File: src/inc/cpu_pkg.sv
// Constants and types shared by the opcode decoder and the sequencer
package cpu_pkg;
    // High nibble of an opcode selects the operation
    localparam logic [3:0] NIB_INC = 4'h0;
    localparam logic [3:0] NIB_DECR = 4'h1;
    localparam logic [3:0] NIB_ADD = 4'h2;
    localparam logic [3:0] NIB_ADD_CY = 4'h3;
    localparam logic [3:0] NIB_AND = 4'h5;
    localparam logic [3:0] NIB_SUB_BW = 4'h9;
    // Low nibble selects the operand form
    localparam logic [3:0] LO_DIR_ACC = 4'h2;
    localparam logic [3:0] LO_DIR_IMM = 4'h3;
    localparam logic [3:0] LO_IMM = 4'h4;
    localparam logic [3:0] LO_DIR = 4'h5;
    localparam logic [2:0] LO_IND = 3'h3;
    localparam int LO_REG_BIT = 3;
    // Instruction lengths in bytes
    localparam logic [1:0] LEN_1 = 2'h1;
    localparam logic [1:0] LEN_2 = 2'h2;
    localparam logic [1:0] LEN_3 = 2'h3;
    // Instruction times in core clock cycles
    localparam logic [2:0] CYC_1 = 3'h1;
    localparam logic [2:0] CYC_2 = 3'h2;
    localparam logic [2:0] CYC_3 = 3'h3;
    localparam logic [2:0] CYC_4 = 3'h4;
    localparam logic [2:0] CYC_5 = 3'h5;
    // Status word layout
    localparam int STAT_CY = 7;
    localparam int STAT_AC = 6;
    localparam int STAT_BANK_HI = 4;
    localparam int STAT_BANK_LO = 3;
    localparam int STAT_OV = 2;
    localparam int STAT_PAR = 0;
    localparam logic [7:0] STAT_RST = 8'h00;
    localparam logic [7:0] ACC_RST = 8'h00;
    localparam logic [2:0] BANK_TOP = 3'h0;
    localparam logic [1:0] PTR_PAD = 2'h0;

    typedef enum logic [5:0] {
        ALU_ADD = 6'h01,
        ALU_ADD_CY = 6'h02,
        ALU_SUB_BW = 6'h04,
        ALU_INC = 6'h08,
        ALU_DECR = 6'h10,
        ALU_AND = 6'h20
    } alu_op_t;

    typedef enum logic [4:0] {
        SRC_REG = 5'h01,
        SRC_DIR = 5'h02,
        SRC_IND = 5'h04,
        SRC_IMM = 5'h08,
        SRC_ACC = 5'h10
    } src_t;

    typedef enum logic [4:0] {
        ST_IDLE = 5'h01,
        ST_PTR = 5'h02,
        ST_OPND = 5'h04,
        ST_WRITE = 5'h08,
        ST_HOLD = 5'h10
    } state_t;

    typedef struct packed {
        logic valid;
        alu_op_t op;
        src_t src;
        logic to_mem;
        logic imm2;
        logic [1:0] len;
        logic [2:0] cycles;
    } form_t;
endpackage : cpu_pkg

File: src/inc/opcode_form_if.sv
// Opcode and decoded instruction form between sequencer and decoder
`timescale 1ns/1ps
interface opcode_form_if;
    logic [7:0] opcode;
    cpu_pkg::form_t form;
    modport core (output opcode, input form);
    modport decoder (input opcode, output form);
endinterface : opcode_form_if

File: src/logic/opcode_decoder.sv
// Opcode to instruction form, length and cycle count
`timescale 1ns/1ps
module opcode_decoder (
    opcode_form_if.decoder fbus
);
    always_comb begin
        logic [3:0] hi;
        logic [3:0] lo;
        logic step;
        cpu_pkg::form_t f;
        hi = fbus.opcode[7:4];
        lo = fbus.opcode[3:0];
        step = (hi == cpu_pkg::NIB_INC) || (hi == cpu_pkg::NIB_DECR);
        f = '0;
        f.valid = 1'b1;
        // Operation from the high nibble
        if (hi == cpu_pkg::NIB_ADD) begin
            f.op = cpu_pkg::ALU_ADD;
        end else if (hi == cpu_pkg::NIB_ADD_CY) begin
            f.op = cpu_pkg::ALU_ADD_CY;
        end else if (hi == cpu_pkg::NIB_SUB_BW) begin
            f.op = cpu_pkg::ALU_SUB_BW;
        end else if (hi == cpu_pkg::NIB_INC) begin
            f.op = cpu_pkg::ALU_INC;
        end else if (hi == cpu_pkg::NIB_DECR) begin
            f.op = cpu_pkg::ALU_DECR;
        end else if (hi == cpu_pkg::NIB_AND) begin
            f.op = cpu_pkg::ALU_AND;
        end else begin
            f.valid = 1'b0;
        end
        // Operand form from the low nibble
        f.to_mem = step;
        if (lo[cpu_pkg::LO_REG_BIT]) begin
            f.src = cpu_pkg::SRC_REG;
            f.len = cpu_pkg::LEN_1;
            f.cycles = step ? cpu_pkg::CYC_3 : cpu_pkg::CYC_2;
        end else if (lo[3:1] == cpu_pkg::LO_IND) begin
            f.src = cpu_pkg::SRC_IND;
            f.len = cpu_pkg::LEN_1;
            f.cycles = step ? cpu_pkg::CYC_5 : cpu_pkg::CYC_4;
            // Add through a pointer has no code here
            f.valid = f.valid && (hi != cpu_pkg::NIB_ADD);
        end else if (lo == cpu_pkg::LO_DIR) begin
            f.src = cpu_pkg::SRC_DIR;
            f.len = cpu_pkg::LEN_2;
            if (step) begin
                f.cycles = cpu_pkg::CYC_4;
            end else if (hi == cpu_pkg::NIB_SUB_BW) begin
                f.cycles = cpu_pkg::CYC_2;
            end else begin
                f.cycles = cpu_pkg::CYC_3;
            end
        end else if (lo == cpu_pkg::LO_IMM) begin
            f.src = step ? cpu_pkg::SRC_ACC : cpu_pkg::SRC_IMM;
            f.to_mem = 1'b0;
            f.len = step ? cpu_pkg::LEN_1 : cpu_pkg::LEN_2;
            f.cycles = step ? cpu_pkg::CYC_1 : cpu_pkg::CYC_2;
        end else if ((lo == cpu_pkg::LO_DIR_ACC) && (hi == cpu_pkg::NIB_AND)) begin
            f.src = cpu_pkg::SRC_DIR;
            f.to_mem = 1'b1;
            f.len = cpu_pkg::LEN_2;
            f.cycles = cpu_pkg::CYC_4;
        end else if ((lo == cpu_pkg::LO_DIR_IMM) && (hi == cpu_pkg::NIB_AND)) begin
            f.src = cpu_pkg::SRC_DIR;
            f.to_mem = 1'b1;
            f.imm2 = 1'b1;
            f.len = cpu_pkg::LEN_3;
            f.cycles = cpu_pkg::CYC_4;
        end else begin
            f.valid = 1'b0;
        end
        fbus.form = f;
    end
endmodule : opcode_decoder

File: src/logic/cpu_arith_logic_decode.sv
// Sequencer executing the arithmetic and AND instruction forms
`timescale 1ns/1ps

module cpu_arith_logic_decode (
    input logic core_clk,
    input logic srst,
    input logic issue_valid,
    output logic issue_ready,
    input logic [7:0] opcode,
    input logic [7:0] operand1,
    input logic [7:0] operand2,
    output logic [7:0] ram_addr,
    output logic [7:0] ram_wdata,
    output logic ram_we,
    input logic [7:0] ram_rdata,
    input logic acc_we,
    input logic [7:0] acc_wdata,
    input logic status_we,
    input logic [7:0] status_wdata,
    output logic [7:0] acc,
    output logic [7:0] status_word,
    output logic [1:0] inst_len,
    output logic done,
    output logic illegal
);
    typedef struct packed {
        cpu_pkg::state_t st;
        cpu_pkg::form_t f;
        logic [7:0] acc;
        logic [7:0] stat;
        logic [7:0] addr;
        logic [7:0] wdata;
        logic we;
        logic [7:0] imm;
        logic [2:0] cnt;
        logic [1:0] len;
        logic done;
        logic illegal;
    } core_state_t;

    typedef struct packed {
        logic [7:0] res;
        logic cy;
        logic ac;
        logic ov;
        logic flags;
    } alu_out_t;

    core_state_t state_ff;
    core_state_t nxt_state;

    opcode_form_if fbus ();

    opcode_decoder opcode_decoder_i (
        .fbus(fbus)
    );

    assign fbus.opcode = opcode;

    // One operation on a and b; carry in only for the carry forms
    function automatic alu_out_t alu(
        input cpu_pkg::alu_op_t op,
        input logic [7:0] a,
        input logic [7:0] b,
        input logic cin
    );
        logic [8:0] wide;
        logic [4:0] nib;
        logic c;
        alu_out_t r;
        wide = {1'b0, a};
        nib = 5'h00;
        r = '0;
        c = (op == cpu_pkg::ALU_ADD) ? 1'b0 : cin;
        case (op)
            cpu_pkg::ALU_ADD, cpu_pkg::ALU_ADD_CY: begin
                wide = {1'b0, a} + {1'b0, b} + {8'h00, c};
                nib = {1'b0, a[3:0]} + {1'b0, b[3:0]} + {4'h0, c};
                r.ov = (a[7] ~^ b[7]) & (a[7] ^ wide[7]);
                r.flags = 1'b1;
            end
            cpu_pkg::ALU_SUB_BW: begin
                wide = {1'b0, a} - {1'b0, b} - {8'h00, c};
                nib = {1'b0, a[3:0]} - {1'b0, b[3:0]} - {4'h0, c};
                r.ov = (a[7] ^ b[7]) & (a[7] ^ wide[7]);
                r.flags = 1'b1;
            end
            cpu_pkg::ALU_INC: begin
                wide = {1'b0, a} + 9'h001;
            end
            cpu_pkg::ALU_DECR: begin
                wide = {1'b0, a} - 9'h001;
            end
            cpu_pkg::ALU_AND: begin
                wide = {1'b0, a & b};
            end
            default: begin
                wide = {1'b0, a};
            end
        endcase
        r.res = wide[7:0];
        r.cy = wide[8];
        r.ac = nib[4];
        alu = r;
    endfunction : alu

    always_comb begin
        cpu_pkg::form_t f;
        alu_out_t r;
        logic [1:0] bank;
        logic [7:0] m;
        logic [7:0] a;
        logic [7:0] b;
        logic last;
        f = fbus.form;
        r = '0;
        bank = {state_ff.stat[cpu_pkg::STAT_BANK_HI], state_ff.stat[cpu_pkg::STAT_BANK_LO]};
        m = (state_ff.f.src == cpu_pkg::SRC_IMM) ? state_ff.imm : ram_rdata;
        a = state_ff.acc;
        b = m;
        last = (state_ff.cnt == cpu_pkg::CYC_1);
        nxt_state = state_ff;
        nxt_state.we = 1'b0;
        nxt_state.done = 1'b0;
        nxt_state.illegal = 1'b0;
        // Core writes land first; an instruction writing acc or flags in the same cycle overrides them
        if (acc_we) begin
            nxt_state.acc = acc_wdata;
        end
        if (status_we) begin
            nxt_state.stat = status_wdata;
        end
        case (state_ff.st)
            cpu_pkg::ST_IDLE: begin
                if (issue_valid) begin
                    if (!f.valid) begin
                        nxt_state.illegal = 1'b1;
                    end else begin
                        nxt_state.f = f;
                        nxt_state.len = f.len;
                        nxt_state.cnt = f.cycles - 3'h1;
                        nxt_state.imm = (f.src == cpu_pkg::SRC_IMM) ? operand1 : operand2;
                        if (f.src == cpu_pkg::SRC_REG) begin
                            nxt_state.addr = {cpu_pkg::BANK_TOP, bank, opcode[2:0]};
                        end else if (f.src == cpu_pkg::SRC_IND) begin
                            nxt_state.addr = {cpu_pkg::BANK_TOP, bank, cpu_pkg::PTR_PAD,
                                              opcode[0]};
                        end else begin
                            nxt_state.addr = operand1;
                        end
                        if (f.src == cpu_pkg::SRC_ACC) begin
                            // Single-cycle accumulator step
                            r = alu(f.op, state_ff.acc, 8'h00, 1'b0);
                            nxt_state.acc = r.res;
                            nxt_state.done = 1'b1;
                        end else if (f.src == cpu_pkg::SRC_IND) begin
                            nxt_state.st = cpu_pkg::ST_PTR;
                        end else begin
                            nxt_state.st = cpu_pkg::ST_OPND;
                        end
                    end
                end
            end
            cpu_pkg::ST_PTR: begin
                // Pointer register contents become the operand address
                nxt_state.addr = ram_rdata;
                nxt_state.cnt = state_ff.cnt - 3'h1;
                nxt_state.st = cpu_pkg::ST_OPND;
            end
            cpu_pkg::ST_OPND: begin
                if (state_ff.f.to_mem) begin
                    a = m;
                    b = state_ff.f.imm2 ? state_ff.imm : state_ff.acc;
                end
                r = alu(state_ff.f.op, a, b, state_ff.stat[cpu_pkg::STAT_CY]);
                nxt_state.cnt = state_ff.cnt - 3'h1;
                if (state_ff.f.to_mem) begin
                    // Read-modify-write back to the same location
                    nxt_state.wdata = r.res;
                    nxt_state.we = 1'b1;
                    nxt_state.st = cpu_pkg::ST_WRITE;
                end else begin
                    nxt_state.acc = r.res;
                    if (r.flags) begin
                        nxt_state.stat[cpu_pkg::STAT_CY] = r.cy;
                        nxt_state.stat[cpu_pkg::STAT_AC] = r.ac;
                        nxt_state.stat[cpu_pkg::STAT_OV] = r.ov;
                    end
                    if (last) begin
                        nxt_state.st = cpu_pkg::ST_IDLE;
                        nxt_state.done = 1'b1;
                    end else begin
                        nxt_state.st = cpu_pkg::ST_HOLD;
                    end
                end
            end
            cpu_pkg::ST_WRITE, cpu_pkg::ST_HOLD: begin
                // Pad out to the instruction's full cycle count
                nxt_state.cnt = state_ff.cnt - 3'h1;
                if (last) begin
                    nxt_state.st = cpu_pkg::ST_IDLE;
                    nxt_state.done = 1'b1;
                end else begin
                    nxt_state.st = cpu_pkg::ST_HOLD;
                end
            end
            default: begin
                nxt_state.st = cpu_pkg::ST_IDLE;
            end
        endcase
        // Parity always follows the accumulator
        nxt_state.stat[cpu_pkg::STAT_PAR] = ^nxt_state.acc;
    end

    always_ff @(posedge core_clk) begin
        if (srst) begin
            state_ff <= '0;
            state_ff.st <= cpu_pkg::ST_IDLE;
            state_ff.acc <= cpu_pkg::ACC_RST;
            state_ff.stat <= cpu_pkg::STAT_RST;
        end else begin
            state_ff <= nxt_state;
        end
    end

    assign issue_ready = (state_ff.st == cpu_pkg::ST_IDLE);
    assign ram_addr = state_ff.addr;
    assign ram_wdata = state_ff.wdata;
    assign ram_we = state_ff.we;
    assign acc = state_ff.acc;
    assign status_word = state_ff.stat;
    assign inst_len = state_ff.len;
    assign done = state_ff.done;
    assign illegal = state_ff.illegal;
endmodule : cpu_arith_logic_decode

File: config.mk
export PLATFORM = sky130hd
export DESIGN_NAME = cpu_arith_logic_decode
export DESIGN_NICKNAME = d
export VERILOG_FILES = /design/src/inc/cpu_pkg.sv /design/src/inc/opcode_form_if.sv /design/src/logic/opcode_decoder.sv /design/src/logic/cpu_arith_logic_decode.sv
export SDC_FILE = /design/constraint.sdc
export NUM_CORES = 1
export LEC_CHECK = 0
export CORE_ASPECT_RATIO = 1.4
export CORE_MARGIN = 2
export CORE_UTILIZATION = 44
export DETAILED_ROUTE_END_ITERATION = 8
export DONT_BUFFER_PORTS = 1
export SETUP_SLACK_MARGIN = 0.5
export SLEW_MARGIN = 20
export SYNTH_ARGS = -nofsm -noshare
export SYNTH_HDL_FRONTEND = slang
export SYNTH_SLANG_ARGS = --single-unit
File: constraint.sdc
create_clock -name core_clk -period 5.5 [get_ports core_clk]
set_clock_uncertainty 0.1 [all_clocks]
set_input_delay 0.275 -clock core_clk [delete_from_list [all_inputs] [get_ports core_clk]]
set_output_delay 0.275 -clock core_clk [all_outputs]
set_load 0.005 [all_outputs]
== After elaboration in Yosys (flattened, before gate mapping) ==
Cells that the tools add are included.

* Register bits after elaboration: 70
* Input port bits: 53
* Output and inout port bits: 38

* Bitwise gates (word level): 10
* Eq/ne operators: 34
* Multiplexer cells: 85
* $add $sub $neg: 14
* Reductions and logical operators: 18

{| class="wikitable"
|+ Operators with widths
! kind !! count
|-
| $mux W8 || 14
|-
| $mux W32 || 2
|-
| $mux W5 || 12
|-
| $mux W6 || 9
|-
| $pmux W9 S5 || 1
|-
| $pmux W8 S2 || 2
|-
| $mux W1 || 26
|-
| $pmux W8 S3 || 1
|-
| $pmux W5 S4 || 1
|-
| $eq A4 B2 Y1 const B || 4
|-
| $mux W2 || 8
|-
| $eq A5 B4 Y1 const B || 3
|-
| $eq A4 B3 Y1 const B || 3
|-
| $eq A6 B4 Y1 const B || 2
|-
| $eq A6 B5 Y1 const B || 2
|-
| $eq A6 B6 Y1 const B || 2
|-
| $reduce_and A3 Y1 || 4
|-
| $eq A5 B1 Y1 const B || 2
|-
| $eq A5 B3 Y1 const B || 2
|-
| $eq A5 B5 Y1 const B || 2
|-
| $mux W10 || 1
|-
| $pmux W5 S2 || 1
|-
| $add A8 B1 Y9 const B || 1
|-
| $add A8 B8 Y9 || 1
|-
| 42 further kinds || 55
|}

== Depth between registers and ports, before layout ==
* Depth after elaboration: 17
* Mapped depth: 19

== Modules after synthesis ==
Synthesis repeated with hierarchy kept, for this count alone.

* Cell total of the unflattened synthesis: 784
* Area, all modules: 5,924.4 µm²

{| class="wikitable"
|+ By module, submodules not included
! module !! cells an instance !! seq. area each (µm²) !! area each (µm²) !! times used
|-
| cpu_arith_logic_decode || 739 || 1,321.3 || 5,642.9 || 1
|-
| opcode_decoder || 45 || 0.0 || 281.5 || 1
|}

== Worst setup path after synthesis ==
Ideal clock, no wire load.

* Path kind: register to register
* Start point: register state_ff[54] (netlist bit)
* End point: register state_ff (netlist bit status_word[0])
* Data arrival time: 4,435 ps
* Data required time: 5,283 ps
* Period minus slack after synthesis: 4,652 ps
* Library setup time: 117 ps
* Cell stages (with the launch flop): 19
* Setup slack: 848 ps
* Cells stage by stage: dfxtp_1 -> clkbuf_1 -> buf_2 -> clkbuf_1 -> buf_1 -> o21a_1 -> fa_1 -> inv_1 -> fa_1 -> o21a_1 -> or3_1 -> a32oi_1 -> o2111ai_2 -> a31oi_1 -> xnor2_1 -> xnor2_1 -> xnor3_1 -> xnor3_1 -> nor2_1

* Word-level cells in the longest chain between the ends: 8
* Elaborated cells on any way between the ends: 15
* Those cells by class: add/sub: 6; mux: 7; bitwise: 1; reduce/logical: 1

{| class="wikitable"
|+ Ends and longest elaborated chain
! item !! RTL line !! text
|-
| start: declaration || cpu_arith_logic_decode.sv:49 || <nowiki>core_state_t state_ff;</nowiki>
|-
| start signal: assignment || cpu_arith_logic_decode.sv:222 || <nowiki>state_ff <= nxt_state;</nowiki>
|-
| $mux W8 || cpu_arith_logic_decode.sv:171 || <nowiki>if (state_ff.f.to_mem) begin</nowiki>
|-
| $mux W8 || cpu_arith_logic_decode.sv:133 || <nowiki>case (state_ff.st)</nowiki>
|-
| $sub A8 B8 Y9 or $add A8 B8 Y9 (tied branches) || cpu_arith_logic_decode.sv:83, cpu_arith_logic_decode.sv:77 ||
|-
| $sub A9 B1 Y9 or $add A9 B1 Y9 (tied branches) || cpu_arith_logic_decode.sv:83, cpu_arith_logic_decode.sv:77 ||
|-
| $pmux W9 S5 || cpu_arith_logic_decode.sv:75 || <nowiki>case (op)</nowiki>
|-
| $mux W10 * || cpu_arith_logic_decode.sv:177 || <nowiki>if (state_ff.f.to_mem) begin</nowiki>
|-
| $pmux W8 S2 * || cpu_arith_logic_decode.sv:133 ||
|-
| $reduce_xor A8 Y1 * || cpu_arith_logic_decode.sv:212 || <nowiki>nxt_state.stat[cpu_pkg::STAT_PAR] = ^nxt_state.acc;</nowiki>
|}

Every way passes the cells marked *; elsewhere a longest branch is shown, timed or not. The select of a mux whose other input is x is not followed.
A chain may end at the register's enable or synchronous reset.

== Worst setup path after layout ==
* Start point: register state_ff[59] (netlist bit)
* End point: register state_ff (netlist bit status_word[0])

* Word-level cells in the longest chain between the ends: 10
* Elaborated cells on any way between the ends: 17
* Those cells by class: add/sub: 6; eq/ne: 1; mux: 8; bitwise: 1; reduce/logical: 1

{| class="wikitable"
|+ Ends and longest elaborated chain
! item !! RTL line !! text
|-
| $eq A5 B4 Y1 * || cpu_arith_logic_decode.sv:118 || <nowiki>m = (state_ff.f.src == cpu_pkg::SRC_IMM) ? state_ff.imm : ram_rdata;</nowiki>
|-
| $mux W8 * || cpu_arith_logic_decode.sv:118 ||
|-
| $mux W8 || cpu_arith_logic_decode.sv:171 ||
|-
| $mux W8 || cpu_arith_logic_decode.sv:133 ||
|-
| $sub A8 B8 Y9 or $add A8 B8 Y9 (tied branches) || cpu_arith_logic_decode.sv:83, cpu_arith_logic_decode.sv:77 ||
|-
| $sub A9 B1 Y9 or $add A9 B1 Y9 (tied branches) || cpu_arith_logic_decode.sv:83, cpu_arith_logic_decode.sv:77 ||
|-
| $pmux W9 S5 * || cpu_arith_logic_decode.sv:75 ||
|-
| $mux W10 * || cpu_arith_logic_decode.sv:177 ||
|-
| $pmux W8 S2 * || cpu_arith_logic_decode.sv:133 ||
|-
| $reduce_xor A8 Y1 * || cpu_arith_logic_decode.sv:212 ||
|}

Marked as above.

==> impl.org <==
** Routing
- Aggregate routed wire length :: 16.5 mm
- Post-DRT Antenna Nets :: 0
- Detailed routing inserted a total of 5163 vias.
- For this block, the initial DRC count from the detailed router was about 320.
- DRC viols :: 0
- After detailed routing, the average wire length per cell comes to just under 20 um.
- Using the TritonRoute via totals, the vias-per-cell ratio works out to 6.02.
- For this run, the detailed router's first-pass iteration total came to 5.

** Synthesis
- Post-synthesis net count :: 832
- Sequential share of the synthesized area :: between 20% and 30%
- Synthesis inferred 66 register bits.
- Count of flip-flops with a built-in enable after synthesis :: 0
- Synth cell types :: approximately 70
- Post-synth top flop :: sky130_fd_sc_hd__dfxtp_1
- The synthesized netlist occupies a cell area of 5700 sq um.
- Averaged over all synthesized cells, the footprint is 7.75 sq um.
- Counting flops with an async set or reset pin after synthesis yields a share of 0%.
- For this run, the number of Yosys warnings is 0.
- Cells after synthesis :: around 740

** Setup path
- Data on the critical path is required at its endpoint by 5620 ps.
- Critical Path End Type :: flop
- Critical path type :: reg -> reg
- Worst Path Max Fanout :: 6
- The worst setup path is launched from a flop.
- Data arrives at the worst endpoint at around 4800 ps.

** Placed design
- Port buffering added 0 buffers.
- At the end of routability-driven placement, the weighted congestion stood at 0.886.
- Once placement completed, the tool counted placed cells totaling 823.
- Timing analysis after detailed placement gives a worst setup slack of 626 ps.
- Detailed placement ended at an HPWL of 12.6 mm.

** Run
- The tool flagged a number of max-cap violations equal to 0.

** Global routing
- Summed over all layers, the global routing overflow is 0.
- The first global-routing pass estimated ~26 mm of wire.
- All-layer global routing usage :: 24.0%
- The via count of the first global-routing pass came to 4994.
- The initial antenna violation count is 0.
- Maximum number of pins on one net before global-route repair :: 61

** Power and ir drop
- Pwr dens :: ~260 nW/um^2
- Leakage power figure :: between 2 and 2.5 nW
- IR analysis of the VDD net gives a maximum drop of 176 uV.

** Die
- Die Wd :: ~100 um
- Core footprint :: 12800 sq um
- After floorplanning, the core was divided into 49 placement rows.
- The die covers ~14000 sq um.
- 91 I/O pins were placed.
- From bottom edge to top edge, the die measures 139 um.
- Starting Density :: approximately 45%

** Clock network
- Number of buffers inserted during clock tree synthesis :: 9
- In this run the number of H-tree levels came out at 3.
- Clock Pin Slew Worst Setup and Hold Paths :: about 60 ps
- Maximum buffer depth of the clock tree :: 2
- The root buffer cell chosen for the clock tree is sky130_fd_sc_hd__clkbuf_16.
- Clk Latency, worst-skew pair :: between 300 and 400 ps
- TritonCTS built the clock tree.
- Number of clock sinks :: 66

** Cells and area
- Ant. Diodes :: 0
- Number of nets in the layout :: 796
- Leaving out fill and tap cells, the most frequent cells in the layout are 89 x sky130_fd_sc_hd__nor2_1, 68 x sky130_fd_sc_hd__nand2_1, 66 x sky130_fd_sc_hd__dfxtp_1.
- The library cell used most frequently in the layout, excluding fill and tap cells, is sky130_fd_sc_hd__nor2_1.
- Counting the fill cells in the layout gives 1263.
- Synth-to-Final Area Change :: 6.65%
- Share of cells above drive strength 1 :: 6.52%
- After the flow finishes, the layout carries non-filler instances totaling 858.

** Hold path
- The tightest min-delay check is of the in -> reg type.

** Status
- Result of the run :: complete, no violations

** Timing
- Worst slew margin :: between 20% and 30%
- Worst setup slack after layout :: about 800 ps
- Final max-slew violation count :: 0
- Setup repair after global routing missed its margin :: false
- At the pin with the least slew margin, the transition time is 1090 ps.
- In the final timing run, aggregate negative setup slack is 0 ps.
- Counting I/O delays and the setup requirement, the final critical path takes 4700 ps.
- Fmax :: ~210 MHz
- Setup violations remaining at the end of the flow were counted as 0.
- Hold Fails Final Rpt :: 0
- Of the available clock period, the critical path in the final layout requires 85.5%.
## kinds of logic after synthesis
kind of cell	Yosys count	share of synthesized area, %
AO/OA/AOI/OAI	187	22.0
buffers and inverters	101	9.06
multiplexers	46	8.14
flip-flops	66	23.2
AND/OR/NAND/NOR	262	22.0
adder cells (fa/ha/maj)	43	10.4
XOR/XNOR	31	5.24
## Yosys cell counts (all sizes together) (3+ instances only)
library cell  instances  share of area (%)
nand3                28                2.5
a311oi                9                1.4
a211o                 3               0.48
nor3                 15                1.4
a21oi                66                5.8
a211oi                8                1.2
clkbuf               34                2.2
a221oi                4               0.61
inv                  27                1.8
o31ai                 4               0.77
o211ai               11                1.4
nand2b                7               0.77
nor4b                 5                1.0
a31oi                12                1.3
and3                  6               0.68
o21a                  6               0.79
buf                  39                5.0
mux2i                43                7.5
fa                    7                2.5
o22a                  3               0.46
or2                   4               0.44
nand2                68                4.5
or3                   9                1.1
nor3b                 4               0.53
xnor2                16                2.5
o21ai                20                1.8
nand4                 4               0.44
a22oi                 8                1.1
nor2b                 7               0.77
nor2                 89                5.9
a21o                  9                1.2
o22ai                 7               0.77
mux2                  3               0.59
and2                  7               0.77
ha                   36                7.9
dfxtp                66                 23
xor2                 13                2.0
## worst max-delay path: stages, from the launching register on
cell                        delay (ps)
sky130_fd_sc_hd__dfxtp_1           330
sky130_fd_sc_hd__nor3_1            330
sky130_fd_sc_hd__nand2_1           310
sky130_fd_sc_hd__mux2i_1           300
sky130_fd_sc_hd__mux2i_1           160
sky130_fd_sc_hd__ha_1              380
sky130_fd_sc_hd__ha_1              390
sky130_fd_sc_hd__o21a_1            150
sky130_fd_sc_hd__or3_1             310
sky130_fd_sc_hd__a32oi_1           270
sky130_fd_sc_hd__o2111ai_2         190
sky130_fd_sc_hd__a31oi_1           270
sky130_fd_sc_hd__xnor2_1           180
sky130_fd_sc_hd__xnor2_1           170
sky130_fd_sc_hd__xnor3_1           340
sky130_fd_sc_hd__xnor3_1           370
sky130_fd_sc_hd__nor2_1             40
## cell type report
cell class	instances	area [sq um]	area share, %
clock buffer	10	229	3.76
clock inverter	6	90.1	1.48
inverter	28	105	1.73
multi-input combinational	569	3890	63.9
sequential	66	1320	21.7
tap	153	191	3.15
timing repair buffer	26	260	4.28
## per-layer routing
| layer | GRT usage (%) | share of wire, % | wire (um) | up-vias |
|---|---|---|---|---|
| li1 | - | - | - | 2528 |
| met1 | 28.0 | 40 | 6550 | 2416 |
| met2 | 41.9 | 51 | 8350 | 180 |
| met3 | 5.49 | 6.1 | 999 | 39 |
| met4 | 9.44 | 3.7 | 609 | 0 |
| met5 | 0 | 0 | 0 | - |
## metrics by stage
stage	power (mW)	util (%)	cell area, sq um	hold slack (ps)
2_1_floorplan	0.891	-	5700	311
3_3_place_gp	0.941	43.5	5540	251
3_5_place_dp	0.950	43.5	5540	253
4_1_cts	1.59	47.5	6060	0.756
5_1_grt	1.67	47.7	6080	13.4
6_report	1.59	47.7	6080	0.970
## sequential cells by signal (all words and copies together) (netlist names)
| register | count |
|---|---|
| state_ff | 29 |
| acc | 8 |
| ram_addr | 8 |
| ram_wdata | 8 |
| status_word | 8 |
| inst_len | 2 |
| done | 1 |
| illegal | 1 |
| ram_we | 1 |
## power by group
part           internal, mW  total (mW)  switching [mW]
combinational         0.192       0.440           0.248
clock                 0.398       0.621           0.222
sequential            0.501       0.528          0.0272
## worst paths after layout
path | from | end | slack, ps | cells after the start
max | state_ff[59]$_SDFFE_PP0P_ | status_word[0]$_SDFF_PP0_ | 800 | 16
min | status_wdata[1] | status_word[1]$_SDFFE_PP0P_ | 1 | 2
max reg2reg | state_ff[59]$_SDFFE_PP0P_ | status_word[0]$_SDFF_PP0_ | 800 | 16
min reg2reg | state_ff[55]$_SDFFE_PP0P_ | state_ff[55]$_SDFFE_PP0P_ | 370 | 2
## repair_timing
action	4_1_cts	5_1_grt
resized for setup	0	4
endpoints found under the hold margin	60	1
setup endpoints to repair	0	1
setup buffers	0	0
hold buffers	18	1
(Power assumes the default switching activity.)
